### src/prsed_pkg.sv
package prsed_pkg;

  // ----------------------------------------------------------------
  // Widths and timing
  // ----------------------------------------------------------------
  localparam int GW = 31;
  localparam int DW = 19;
  localparam int ZIW = 29;
  localparam int ZWW = 16;
  localparam int CLK_HZ = 40_000_000;
  localparam int REGEN_MAX_PPS = 4_000_000;
  localparam int REGEN_GAP_INT = (CLK_HZ + REGEN_MAX_PPS - 1) / REGEN_MAX_PPS;
  localparam logic [7:0] REGEN_GAP = 8'(REGEN_GAP_INT);

  // ----------------------------------------------------------------
  // Register map (byte addresses)
  // ----------------------------------------------------------------
  localparam logic [7:0] A_NUM1 = 8'h00;
  localparam logic [7:0] A_NUM2 = 8'h04;
  localparam logic [7:0] A_NUM3 = 8'h08;
  localparam logic [7:0] A_NUM4 = 8'h0c;
  localparam logic [7:0] A_GDEN = 8'h10;
  localparam logic [7:0] A_CTRL = 8'h14;
  localparam logic [7:0] A_CTYPE = 8'h18;
  localparam logic [7:0] A_DNUM = 8'h1c;
  localparam logic [7:0] A_DDEN = 8'h20;
  localparam logic [7:0] A_ZMIN = 8'h24;
  localparam logic [7:0] A_ZINT = 8'h28;
  localparam logic [7:0] A_STAT = 8'h2c;
  localparam logic [7:0] A_MASK = 8'h30;
  localparam logic [7:0] A_STATE = 8'h34;

  // Control register fields
  localparam int C_POS = 0;
  localparam int C_ENC = 2;
  localparam int C_ABM = 4;
  localparam int C_LIM = 5;
  localparam int C_DIR = 8;

  // Status bits
  localparam int S_LIM = 0;
  localparam int S_Z = 1;

  // Synchronised pin indices
  localparam int P_CP = 0;
  localparam int P_CD = 1;
  localparam int P_GL = 2;
  localparam int P_GH = 3;
  localparam int P_EA = 4;
  localparam int P_EB = 5;
  localparam int P_EZ = 6;
  localparam int P_E0 = 7;

  // Reset values and count weights
  localparam logic [GW-1:0] GEAR_RST = 31'h0000_0001;
  localparam logic [DW-1:0] DIV_RST = 19'h0_0001;
  localparam logic [3:0] CT_FULL_A = 4'h0;
  localparam logic [3:0] CT_FULL_B = 4'h2;

  typedef enum logic [1:0] {
    PRSED_ENC_ABS = 2'h0,
    PRSED_ENC_INC = 2'h1,
    PRSED_ENC_ABZ = 2'h2
  } prsed_enc_type_t;

  // Encoder side pins
  typedef struct packed {
    logic a;
    logic b;
    logic z;
    logic zero;
  } prsed_enc_t;

  // Regenerated quadrature output
  typedef struct packed {
    logic a;
    logic b;
    logic z;
  } prsed_regen_t;

  typedef struct packed {
    logic [7:0] s1;
    logic [7:0] s2;
    logic [7:0] s3;
    logic [7:0] f;
    logic [7:0] fp;
    logic [3:0][GW-1:0] gnum;
    logic [GW-1:0] gden;
    logic [3:0] ctype;
    logic pos_mode;
    logic [1:0] enc_type;
    logic ab_method;
    logic lim_en;
    logic [1:0] dir_sel;
    logic [DW-1:0] dnum;
    logic [DW-1:0] dden;
    logic [ZWW-1:0] zmin;
    logic [ZIW-1:0] zint;
    logic [1:0] st;
    logic [1:0] mask;
    logic ph;
    logic [31:0] rdata;
    logic [33:0] gacc;
    logic cmd_out;
    logic cmd_dir;
    logic [31:0] dacc;
    logic [7:0] gap;
    logic [1:0] q;
    logic a_o;
    logic b_o;
    logic z_o;
    logic armed;
    logic [ZIW-1:0] zcnt;
    logic [ZWW-1:0] zst;
  } prsed_state_t;

endpackage : prsed_pkg

### src/prsed_top.sv
// The APB interface to the registers and the address map were decided locally.
`timescale 1ns/10ps
`default_nettype none

module prsed_top (
  input wire logic pclk,
  input wire logic presetn,
  input wire logic ce,
  input wire logic psel,
  input wire logic penable,
  input wire logic pwrite,
  input wire logic [7:0] paddr,
  input wire logic [31:0] pwdata,
  output logic [31:0] prdata,
  output logic pready,
  output logic pslverr,
  input wire logic cmd_pulse_in,
  input wire logic cmd_dir_in,
  input wire logic gear_select_low,
  input wire logic gear_select_high,
  input wire prsed_pkg::prsed_enc_t enc_in,
  output logic pos_cmd_pulse,
  output logic pos_cmd_dir,
  output prsed_pkg::prsed_regen_t regen_out,
  output logic regen_limit_error,
  output logic irq
);

  // ----------------------------------------------------------------
  // Helpers
  // ----------------------------------------------------------------
  // A zero ratio term would stall or flood the scaler, so it acts as one
  function automatic logic [prsed_pkg::GW-1:0] nz_g(input logic [prsed_pkg::GW-1:0] v);
    nz_g = (v == '0) ? prsed_pkg::GEAR_RST : v;
  endfunction : nz_g

  function automatic logic [prsed_pkg::DW-1:0] nz_d(input logic [prsed_pkg::DW-1:0] v);
    nz_d = (v == '0) ? prsed_pkg::DIV_RST : v;
  endfunction : nz_d

  // Quadrature position index: 00,01,10,11 in forward order
  function automatic logic [1:0] qidx(input logic a, input logic b);
    qidx = {a, a ^ b};
  endfunction : qidx

  function automatic logic mapped(input logic [7:0] ad);
    mapped = (ad[1:0] == 2'h0) && (ad <= prsed_pkg::A_STATE);
  endfunction : mapped

  prsed_pkg::prsed_state_t s_q;
  prsed_pkg::prsed_state_t s_d;

  logic acc_done;
  logic wr;
  logic [7:0] rise;
  logic [1:0] gsel;
  logic [prsed_pkg::GW-1:0] gnum;
  logic [prsed_pkg::GW-1:0] gden;
  logic [33:0] gadd;
  logic [33:0] gacc;
  logic [1:0] ip;
  logic [1:0] ic;
  logic in_step;
  logic in_fwd;
  logic signed [31:0] dacc;
  logic signed [31:0] dden;
  logic signed [31:0] dnum;
  logic lim_det;
  logic ab_pass;
  logic out_step;
  logic out_fwd;
  logic fwd_wrap;
  logic bwd_wrap;
  logic zev;
  logic [prsed_pkg::ZWW-1:0] zload;
  logic [1:0] ev;
  logic [1:0] clr;
  logic [31:0] rd;

  // ----------------------------------------------------------------
  // APB handshake
  // ----------------------------------------------------------------
  // Read data is captured in the setup cycle so prdata comes from a flop
  // With ce low the phase flop holds, so the access simply stretches
  assign pready = ce & s_q.ph;
  assign pslverr = psel & penable & pready & ~mapped(paddr);
  assign prdata = s_q.rdata;
  assign acc_done = psel & penable & pready;
  assign pos_cmd_pulse = s_q.cmd_out;
  assign pos_cmd_dir = s_q.cmd_dir;
  assign regen_out = '{a: s_q.a_o, b: s_q.b_o, z: s_q.z_o};
  assign regen_limit_error = s_q.st[prsed_pkg::S_LIM];
  assign irq = |(s_q.st & s_q.mask);

  always_comb begin
    rd = 32'h0000_0000;
    case (paddr)
      prsed_pkg::A_NUM1: rd = {1'b0, s_q.gnum[0]};
      prsed_pkg::A_NUM2: rd = {1'b0, s_q.gnum[1]};
      prsed_pkg::A_NUM3: rd = {1'b0, s_q.gnum[2]};
      prsed_pkg::A_NUM4: rd = {1'b0, s_q.gnum[3]};
      prsed_pkg::A_GDEN: rd = {1'b0, s_q.gden};
      prsed_pkg::A_CTRL: begin
        rd[prsed_pkg::C_POS] = s_q.pos_mode;
        rd[prsed_pkg::C_ENC +: 2] = s_q.enc_type;
        rd[prsed_pkg::C_ABM] = s_q.ab_method;
        rd[prsed_pkg::C_LIM] = s_q.lim_en;
        rd[prsed_pkg::C_DIR +: 2] = s_q.dir_sel;
      end
      prsed_pkg::A_CTYPE: rd = {28'h000_0000, s_q.ctype};
      prsed_pkg::A_DNUM: rd = {13'h0000, s_q.dnum};
      prsed_pkg::A_DDEN: rd = {13'h0000, s_q.dden};
      prsed_pkg::A_ZMIN: rd = {16'h0000, s_q.zmin};
      prsed_pkg::A_ZINT: rd = {3'h0, s_q.zint};
      prsed_pkg::A_STAT: rd = {30'h0000_0000, s_q.st};
      prsed_pkg::A_MASK: rd = {30'h0000_0000, s_q.mask};
      prsed_pkg::A_STATE: rd = {19'h0_0000, s_q.f, s_q.armed, s_q.z_o, s_q.b_o, s_q.a_o,
                               s_q.cmd_dir};
      default: rd = 32'h0000_0000;
    endcase
  end

  // ----------------------------------------------------------------
  // Next state
  // ----------------------------------------------------------------
  always_comb begin
    s_d = s_q;
    wr = acc_done & pwrite;
    rise = s_q.f & ~s_q.fp;
    gsel = 2'h0;
    gnum = '0;
    gden = '0;
    gadd = '0;
    gacc = '0;
    ip = 2'h0;
    ic = 2'h0;
    in_step = 1'b0;
    in_fwd = 1'b0;
    dacc = '0;
    dden = '0;
    dnum = '0;
    lim_det = 1'b0;
    ab_pass = 1'b0;
    out_step = 1'b0;
    out_fwd = 1'b0;
    fwd_wrap = 1'b0;
    bwd_wrap = 1'b0;
    zev = 1'b0;
    zload = '0;
    ev = 2'h0;
    clr = 2'h0;
    if (ce) begin
      // Pins: three stages, a change is taken once stages two and three agree
      s_d.s1 = {enc_in.zero, enc_in.z, enc_in.b, enc_in.a, gear_select_high,
                gear_select_low, cmd_dir_in, cmd_pulse_in};
      s_d.s2 = s_q.s1;
      s_d.s3 = s_q.s2;
      for (int i = 0; i < 8; i++) begin
        s_d.f[i] = (s_q.s2[i] == s_q.s3[i]) ? s_q.s3[i] : s_q.f[i];
      end
      s_d.fp = s_q.f;

      // APB
      s_d.ph = psel & ~acc_done;
      if (psel && !s_q.ph) begin
        s_d.rdata = rd;
      end
      if (wr) begin
        case (paddr)
          prsed_pkg::A_NUM1: s_d.gnum[0] = pwdata[prsed_pkg::GW-1:0];
          prsed_pkg::A_NUM2: s_d.gnum[1] = pwdata[prsed_pkg::GW-1:0];
          prsed_pkg::A_NUM3: s_d.gnum[2] = pwdata[prsed_pkg::GW-1:0];
          prsed_pkg::A_NUM4: s_d.gnum[3] = pwdata[prsed_pkg::GW-1:0];
          prsed_pkg::A_GDEN: s_d.gden = pwdata[prsed_pkg::GW-1:0];
          prsed_pkg::A_CTRL: begin
            s_d.pos_mode = pwdata[prsed_pkg::C_POS];
            s_d.enc_type = pwdata[prsed_pkg::C_ENC +: 2];
            s_d.ab_method = pwdata[prsed_pkg::C_ABM];
            s_d.lim_en = pwdata[prsed_pkg::C_LIM];
            s_d.dir_sel = pwdata[prsed_pkg::C_DIR +: 2];
          end
          prsed_pkg::A_CTYPE: s_d.ctype = pwdata[3:0];
          prsed_pkg::A_DNUM: s_d.dnum = pwdata[prsed_pkg::DW-1:0];
          prsed_pkg::A_DDEN: s_d.dden = pwdata[prsed_pkg::DW-1:0];
          prsed_pkg::A_ZMIN: s_d.zmin = pwdata[prsed_pkg::ZWW-1:0];
          prsed_pkg::A_ZINT: s_d.zint = pwdata[prsed_pkg::ZIW-1:0];
          prsed_pkg::A_STAT: clr = pwdata[1:0];
          prsed_pkg::A_MASK: s_d.mask = pwdata[1:0];
          default: ;
        endcase
      end

      // ------------------------------------------------------------
      // Command pulse gear
      // ------------------------------------------------------------
      // numerator pair select
      gsel = {s_q.f[prsed_pkg::P_GH], s_q.f[prsed_pkg::P_GL]};
      gnum = nz_g(s_q.gnum[gsel]);
      gden = nz_g(s_q.gden);
      if (s_q.ctype == prsed_pkg::CT_FULL_A || s_q.ctype == prsed_pkg::CT_FULL_B) begin
        gadd = {1'b0, gnum, 2'b00};
      end else begin
        gadd = {2'b00, gnum, 1'b0};
      end
      s_d.cmd_dir = s_q.f[prsed_pkg::P_CD];
      s_d.cmd_out = 1'b0;
      if (!s_q.pos_mode) begin
        s_d.cmd_out = rise[prsed_pkg::P_CP];
        s_d.gacc = '0;
      end else begin
        // Pulses are paid out one per cycle; a large numerator over a small
        // denominator builds a backlog that drains one pulse per cycle, also while input pulses arrive
        // scaled output, one pulse per cycle while owed
        gacc = s_q.gacc;
        if (gacc >= {3'b000, gden}) begin
          s_d.cmd_out = 1'b1;
          gacc = gacc - {3'b000, gden};
        end
        if (rise[prsed_pkg::P_CP]) begin
          gacc = gacc + gadd;
        end
        s_d.gacc = gacc;
      end

      // ------------------------------------------------------------
      // Encoder divider
      // ------------------------------------------------------------
      ip = qidx(s_q.fp[prsed_pkg::P_EA], s_q.fp[prsed_pkg::P_EB]);
      ic = qidx(s_q.f[prsed_pkg::P_EA], s_q.f[prsed_pkg::P_EB]);
      in_fwd = (ic == ip + 2'h1);
      in_step = in_fwd || (ic == ip - 2'h1);
      dnum = $signed({13'h0000, nz_d(s_q.dnum)});
      dden = $signed({13'h0000, nz_d(s_q.dden)});
      // Codes two and three both mean an AB scale, so only the upper bit decides
      // method 0 on an AB scale skips regeneration
      ab_pass = s_q.enc_type[1] && !s_q.ab_method;
      dacc = $signed(s_q.dacc);
      // Spacing outputs by the gap caps the output rate; owed steps wait in the
      // accumulator instead of being dropped, which is what trips the limit check
      s_d.gap = (s_q.gap != 8'h00) ? s_q.gap - 8'h01 : 8'h00;
      if (!ab_pass) begin
        // unity ratio gives one step per input step
        if (s_q.gap == 8'h00 && dacc >= dden) begin
          out_step = 1'b1;
          out_fwd = 1'b1;
          dacc = dacc - dden;
        end else if (s_q.gap == 8'h00 && dacc <= -dden) begin
          out_step = 1'b1;
          dacc = dacc + dden;
        end
        if (in_step) begin
          dacc = in_fwd ? dacc + dnum : dacc - dnum;
        end
        // Backlog beyond one step means the output rate cannot keep up
        lim_det = (dacc >= (dden <<< 1)) || (dacc <= -(dden <<< 1));
      end else begin
        dacc = '0;
      end
      // remainder kept signed across direction changes
      s_d.dacc = dacc;
      if (out_step) begin
        s_d.gap = prsed_pkg::REGEN_GAP;
        s_d.q = out_fwd ? s_q.q + 2'h1 : s_q.q - 2'h1;
      end
      fwd_wrap = out_step && out_fwd && (s_q.q == 2'h3);
      bwd_wrap = out_step && !out_fwd && (s_q.q == 2'h0);
      if (ab_pass) begin
        s_d.a_o = s_q.f[prsed_pkg::P_EA];
        s_d.b_o = s_q.f[prsed_pkg::P_EB] ^ s_q.dir_sel[0];
      end else begin
        s_d.a_o = s_d.q[1];
        s_d.b_o = s_d.q[1] ^ s_d.q[0] ^ s_q.dir_sel[0];
      end

      // ------------------------------------------------------------
      // Phase Z
      // ------------------------------------------------------------
      // Outside AB scales, regenerated Z is never shorter than one output step gap
      zload = (s_q.zmin > {8'h00, prsed_pkg::REGEN_GAP}) ? s_q.zmin
                                                      : {8'h00, prsed_pkg::REGEN_GAP};
      case (s_q.enc_type)
        prsed_pkg::PRSED_ENC_ABS: begin
          if (rise[prsed_pkg::P_E0]) begin
            s_d.armed = 1'b1;
            s_d.zcnt = '0;
            zev = 1'b1;
          end else if (s_q.armed && s_q.zint != '0) begin
            // repeat every interval of A pulses
            if (fwd_wrap) begin
              s_d.zcnt = (s_q.zcnt == s_q.zint - 29'h1) ? '0 : s_q.zcnt + 29'h1;
              zev = (s_d.zcnt == '0);
            end else if (bwd_wrap) begin
              s_d.zcnt = (s_q.zcnt == '0) ? s_q.zint - 29'h1 : s_q.zcnt - 29'h1;
              zev = (s_q.zcnt == '0);
            end
          end
        end
        prsed_pkg::PRSED_ENC_INC: begin
          // undivided Z, as wide as zmin or one output step gap, whichever is larger
          zev = rise[prsed_pkg::P_EZ];
        end
        default: begin
          zev = rise[prsed_pkg::P_EZ];
          zload = s_q.zmin;
        end
      endcase
      // stretch counted from the leading edge
      if (zev) begin
        s_d.zst = zload;
      end else if (s_q.zst != '0) begin
        s_d.zst = s_q.zst - 16'h0001;
      end
      if (s_q.enc_type == prsed_pkg::PRSED_ENC_ABS || s_q.enc_type == prsed_pkg::PRSED_ENC_INC)
      begin
        s_d.z_o = (s_d.zst != '0);
      end else begin
        s_d.z_o = s_q.f[prsed_pkg::P_EZ] | (s_d.zst != '0);
      end

      // ------------------------------------------------------------
      // Status, set wins over write-one-to-clear
      // ------------------------------------------------------------
      // detection gated by the enable
      // raised on the first cycle of the limit
      ev[prsed_pkg::S_LIM] = s_q.lim_en & lim_det;
      ev[prsed_pkg::S_Z] = zev;
      s_d.st = (s_q.st & ~clr) | ev;
    end
  end

  always_ff @(posedge pclk or negedge presetn) begin
    if (!presetn) begin
      s_q <= '0;
      s_q.gnum <= {4{prsed_pkg::GEAR_RST}};
      s_q.gden <= prsed_pkg::GEAR_RST;
      s_q.dnum <= prsed_pkg::DIV_RST;
      s_q.dden <= prsed_pkg::DIV_RST;
      s_q.pos_mode <= 1'b1;
    end else begin
      s_q <= s_d;
    end
  end

endmodule : prsed_top

`default_nettype wire

### config.mk
export PLATFORM = sky130hd
export DESIGN_NAME = prsed_top
export DESIGN_NICKNAME = d
export VERILOG_FILES = /design/src/prsed_pkg.sv /design/src/prsed_top.sv
export SDC_FILE = /design/constraint.sdc
export NUM_CORES = 1
export LEC_CHECK = 0
export ABC_CLOCK_PERIOD_IN_PS = 11730
export BUFFER_PORTS_ARGS = -buffer_cell sky130_fd_sc_hd__buf_2
export CAP_MARGIN = 20
export CORE_UTILIZATION = 55
export CTS_BUF_LIST = sky130_fd_sc_hd__clkbuf_16
export DETAILED_ROUTE_END_ITERATION = 6
export GPL_ROUTABILITY_DRIVEN = 1
export PLACE_DENSITY = 0.72
export SYNTH_ARGS = -nofsm -noshare
export SYNTH_HDL_FRONTEND = slang
export SYNTH_SLANG_ARGS = --single-unit
### constraint.sdc
create_clock -name pclk -period 11.73 [get_ports pclk]
set_input_delay 2.346 -clock pclk [delete_from_list [all_inputs] [get_ports pclk]]
set_output_delay 2.346 -clock pclk [all_outputs]
set_load 0.005 [all_outputs]
-- Word level (Yosys, flattened, before mapping)
Index checks and enable logic that the tools add are counted.
- input bits: 54
- output and inout bits: 41
- word-level logic and storage cells: 240
- flip-flop bits (word level): 453
- bitwise logic cells: 21
- add/subtract/negate cells: 17
- reductions and logical operators: 60
- magnitude comparators: 8
- equal/unequal tests: 27
- mux-type cells: 64
- operators by type and width (operator ; count):
    32-bit two-way mux ; 9
    21-bit case mux with 10 select lines ; 1
    29-bit two-way mux ; 6
    34-bit two-way mux ; 5
    31-bit two-way mux ; 3
    16-bit two-way mux ; 5
    32-bit by 20-bit adder with 32-bit output ; 2
    32-bit less-or-equal comparator ; 2
    32-bit by 20-bit subtractor with 32-bit output ; 2
    31-bit binary-select mux with 2-bit select ; 1
    31-bit logical NOT ; 2
    29-bit logical NOT ; 2
    29-bit by 1-bit subtractor with 29-bit output, second input constant ; 2
    8-bit by 6-bit equality test with 1-bit output, second input constant ; 6
    4-bit case mux with 12 select lines ; 1
    3-bit AND reduction ; 13
    19-bit logical NOT ; 2
    19-bit two-way mux ; 2
    35-bit two-way mux ; 1
    34-bit adder ; 1
    34-bit by 31-bit >= comparator with 1-bit output ; 1
    34-bit by 31-bit subtractor with 34-bit output ; 1
    33-bit two-way mux ; 1
    8-bit by 5-bit equality test with 1-bit output, second input constant ; 4
    51 further kinds ; 122

-- Logic depth before layout (Yosys ltp)
- word-level depth: 22
- mapped depth: 53
- depth with buffers taken out: 50

-- Worst setup path after synthesis
Ideal clock, no wire load.
- kind: reg2reg
- start: register s_q[218] in the netlist's numbering
- end: register s_q, in the netlist regen_limit_error
- arrival time: 9.402 ns
- required time: 11.610 ns
- setup time: 0.120 ns
- path buffers: 3
- period minus slack after synthesis: 9.523 ns
- setup slack: 2.207 ns
- stages on the path, launching flop included: 52
- cell sequence: dfrtp_1 > clkbuf_1 > or4_1 > nor4_1 > a21o_1 > inv_1 > ha_1 > nand4_1 > nor3_1 > nand2_1 > or2_2 > clkbuf_1 > nor2_1 > xnor2_1 > ha_1 > and4_1 > nor2b_1 > nand2_1 > (+16 left out) > a21o_1 > a21oi_1 > xnor2_1 > mux2i_1 > inv_1 > ha_1 > a21o_1 > a21o_1 > a21oi_1 > nor2b_1 > o21ai_0 > nand2b_1 > a21oi_1 > o221a_2 > o21ai_0 > a211o_1 > a32o_1 > a41o_1
- word-level cells in the longest chain between the ends: 20
- elaborated cells between the ends (all ways): 27
- classes of those cells: 6 x add/sub; 4 x order compare; 11 x mux; 2 x bitwise; 4 x reduce/logical
- RTL lines (what ; RTL line ; RTL):
    start: declaration ; prsed_top.sv:50 ; prsed_pkg::prsed_state_t s_q;
    19-bit logical NOT ; prsed_top.sv:38 ; nz_d = (v == '0) ? prsed_pkg::DIV_RST : v;
    19-bit two-way mux (*) ; prsed_top.sv:38 ;
    19-bit negation with 32-bit output ; prsed_top.sv:247 ; end else if (s_q.gap == 8'h00 && dacc <= -dden) begin
    32-bit less-or-equal comparator ; prsed_top.sv:247 ;
    1-bit logical AND ; prsed_top.sv:247 ;
    32-bit two-way mux ; prsed_top.sv:247 ;
    32-bit two-way mux ; prsed_top.sv:243 ; if (s_q.gap == 8'h00 && dacc >= dden) begin
    32-bit two-way mux ; prsed_top.sv:241 ; if (!ab_pass) begin
    (+4 left out) ; -- ;
    32-bit two-way mux ; prsed_top.sv:241 ;
    32-bit two-way mux ; prsed_top.sv:152 ; if (ce) begin
    32-bit by 21-bit >= comparator with 1-bit output or 32-bit less-or-equal comparator (tied branches) ; prsed_top.sv:255 ; lim_det = (dacc >= (dden <<< 1)) || (dacc <= -(dden <<< 1));
    1-bit logical OR (*) ; prsed_top.sv:255 ;
    1-bit two-way mux (*) ; prsed_top.sv:241 ;
    1-bit two-way mux (*) ; prsed_top.sv:152 ;
    1-bit AND (*) ; prsed_top.sv:325 ; ev[prsed_pkg::S_LIM] = s_q.lim_en & lim_det;
    2-bit bitwise OR (*) ; prsed_top.sv:327 ; s_d.st = (s_q.st & ~clr) | ev;
Mark *: on every way between the ends. The rest lies on a longest branch, timed or not. The select of a mux whose other input is x is not followed.
A chain may end at the register's enable or synchronous reset.

-- Final worst setup path
- start: register s_q[221] in the netlist's numbering
- end: register s_q, in the netlist regen_limit_error
The elaborated chain is that of the path after synthesis.

==> impl_metrics.json <==
{
  "cts_max_level": 2,
  "worstPathRequired_ns": 12.24,
  "root_buffer": "clkbuf_16",
  "fin_area_mm2": 0.0373,
  "wire_per_inst_um": 23.8,
  "syn_area_mm2": 0.0345,
  "die_w_um": 252,
  "cts.sinks": 449,
  "rows": 91,
  "nets": 4014,
  "die_area_mm2": 0.0637,
  "synth.avg_cell_area_um2": 9.17,
  "num_vias": 30362,
  "drtPass1Iterations": 6,
  "die_h_um": 252,
  "clock.fmax_ghz": 0.0915,
  "grt_pass1_vias": 28870,
  "r2r_slack_ns": 0.80,
  "period_share_pct": 93.2,
  "swShare_pct": 45.2,
  "synth_area_leaders": "dfrtp_1 32%, mux2_2 10%, ha_1 8.0%",
  "synth_async_sr_flop_share_pct": 100,
  "dpl.hpwl_mm": 79.3,
  "cts_resized": 0,
  "drt_wl_total_mm": 110,
  "antenna_found_initial": 5,
  "crit_path_end_kind": "register",
  "ys_ff_latch": 449,
  "p_int_uw": 4790,
  "crit_fanout": 9,
  "vias_per_cell": 6.58,
  "grt_pass1_wl_mm": 170,
  "place_inst": 4519,
  "final_max_slew_viol_count": 0,
  "grt_max_degree": 144,
  "tritoncts": "yes",
  "p_seq_share_pct": 24.0,
  "hold_buffers": 0,
  "drv_cap": 0,
  "start_util_pct": 55.8,
  "cts_made_buffers": 50,
  "clkPwrFrac_pct": 18.8,
  "yosys_warnings": 0,
  "setup_viol": 0,
  "ys_seq_area_share_pct": 32.6,
  "core_mm2": 0.0618,
  "pwr-share-comb_pct": 57.2,
  "io_buffers": 92,
  "peakVddDrop_mv": 0.160,
  "power_switching_uw": 3960,
  "gp_congestion": 1.00,
  "startpoint_type": "register",
  "critPathBufInv": 3,
  "path_delay_family": "compound AO/OA/AOI/OAI gates",
  "cp_slowest_cell": "nor4_1",
  "crit_arrival_ns": 11.45,
  "cts_buffer_depth": 3,
  "p_leak_uw": 0.0171,
  "clock_skew_ns": 0.0164,
  "layout-drive-gt1-share_pct": 17.5,
  "powerDensity_mw_per_mm2": 234,
  "ant_nets": 0,
  "worstSkewPairLatency_ns": 0.63,
  "cts_setup_buffers": 0,
  "rsz0062_at_grt": "false",
  "fin_tns_setup_ns": 0,
  "relSlewSlack_pct": 29.7,
  "instances_no_fill": 4615,
  "placed_area_mm2": 0.0356,
  "grt_usage_pct": 34.4,
  "yosysMostFrequentCell": "dfrtp_1",
  "drtIter0Drc": 3251,
  "crit_top_cell": "ha_1",
  "synth_area_leader_cell": "dfrtp_1",
  "synth_top_flop_cell": "dfrtp_1",
  "ys_top_cells_by_count": "441 x dfrtp_1, 321 x mux2_2, 256 x nand2_1",
  "period_minus_slack_ns": 10.93,
  "area_delta_synth_final_pct": 8.23,
  "outcome": "complete, no violations",
  "worst-setup-path-type": "register to register",
  "synth_top_area_share_pct": 32.0,
  "path_clk_slew_ns": 0.06,
  "post-route-drc-count": 0,
  "hold_violations": 0,
  "io-pin-count": 95,
  "syn_inst": 3763,
  "overflow": 0,
  "hold_path.class": "register to register",
  "synth_edf_count": 0,
  "worst_pin_slew_ns": 1.03,
  "cp_slowest_stage_delay_ns": 0.65,
  "yosysUniqueCellTypes": 98
}
through the flow:
step	worst slack, ns	hold slack [ns]	utilization [%]	power [µW]
finish	0.796	0.498	60.4	8750
global route	0.00614	0.529	60.4	9380
CTS	0.877	0.505	60.4	8680
detailed placement	0.948	0.488	57.6	7000
global placement	1.02	0.461	57.6	6940
floorplan	2.21	0.447	-	5680
metal layers:
metal	wire length [µm]	track usage (%)	part of all wire (%)
met1	46000	47.7	42
met3	9960	5.75	9.1
met4	4550	14.0	4.2
met5	0	0	0
met2	49100	53.4	45
layout by cell type, fill, tap and decap left out, drive strengths merged, types with 23 or more instances in the layout:
master     n
dfrtp    441
mux2     321
nand2    256
o21ai    244
nor2     241
a21oi    227
ha       220
buf      179
inv      176
xnor2    150
a22oi     92
nor3      76
nand3     75
a21o      69
xor2      68
nor4      67
a22o      59
nand4     51
clkbuf    50
a31oi     48
nand2b    44
nor2b     42
o2bb2ai   35
and3      34
a221oi    32
mux4      31
o22ai     25
or4       23
layout make-up:
type | count | area, µm²
Fill cell | 5390 | 24500
Multi-Input combinational cell | 2891 | 21600
Sequential cell | 449 | 11200
Clock buffer | 50 | 1250
Timing Repair Buffer | 179 | 1150
Tap cell | 837 | 1050
Inverter | 164 | 616
Clock inverter | 41 | 429
Antenna cell | 4 | 10.0
cells by family (layout without fill, tap and decap cells):
family          Yosys count  in the layout  share of synthesized area, %
mux                     369            369                          13.0
other cells               1             18                        0.0109
fa+ha+maj               225            225                          8.27
buf+inv                 436            434                          5.20
compound gates         1047           1047                          20.3
xor+xnor                225            225                          5.99
simple gates           1011           1011                          14.7
flops                   449            449                          32.6
flip-flops by register name, summed over array words and instances, names as in the netlist:
signal and count:
prdata 31, regen_out 3, pos_cmd_pulse 1, regen_limit_error 1
s_q 413
path summary, 6_finish.rpt:
check                               endpoint  depth (start not counted)      start
min in group asynchronous            s_q[85]                          1    presetn
min reg2reg                        prdata[3]                          1  prdata[3]
max reg2reg                regen_limit_error                         46   s_q[221]
min                                prdata[3]                          1  prdata[3]
max in group asynchronous           s_q[121]                          3    presetn
max                        regen_limit_error                         46   s_q[221]
power by group through the flow:
| stage | logic, µW | clock network, µW | registers [µW] |
|---|---|---|---|
| floorplan | 3770 | 0 | 1910 |
| global placement | 4840 | 0 | 2110 |
| detailed placement | 4890 | 0 | 2110 |
| CTS | 4930 | 1660 | 2080 |
| global route | 5540 | 1720 | 2130 |
| finish | 5010 | 1650 | 2100 |
No activity file was read; power rests on OpenSTA's default activity.
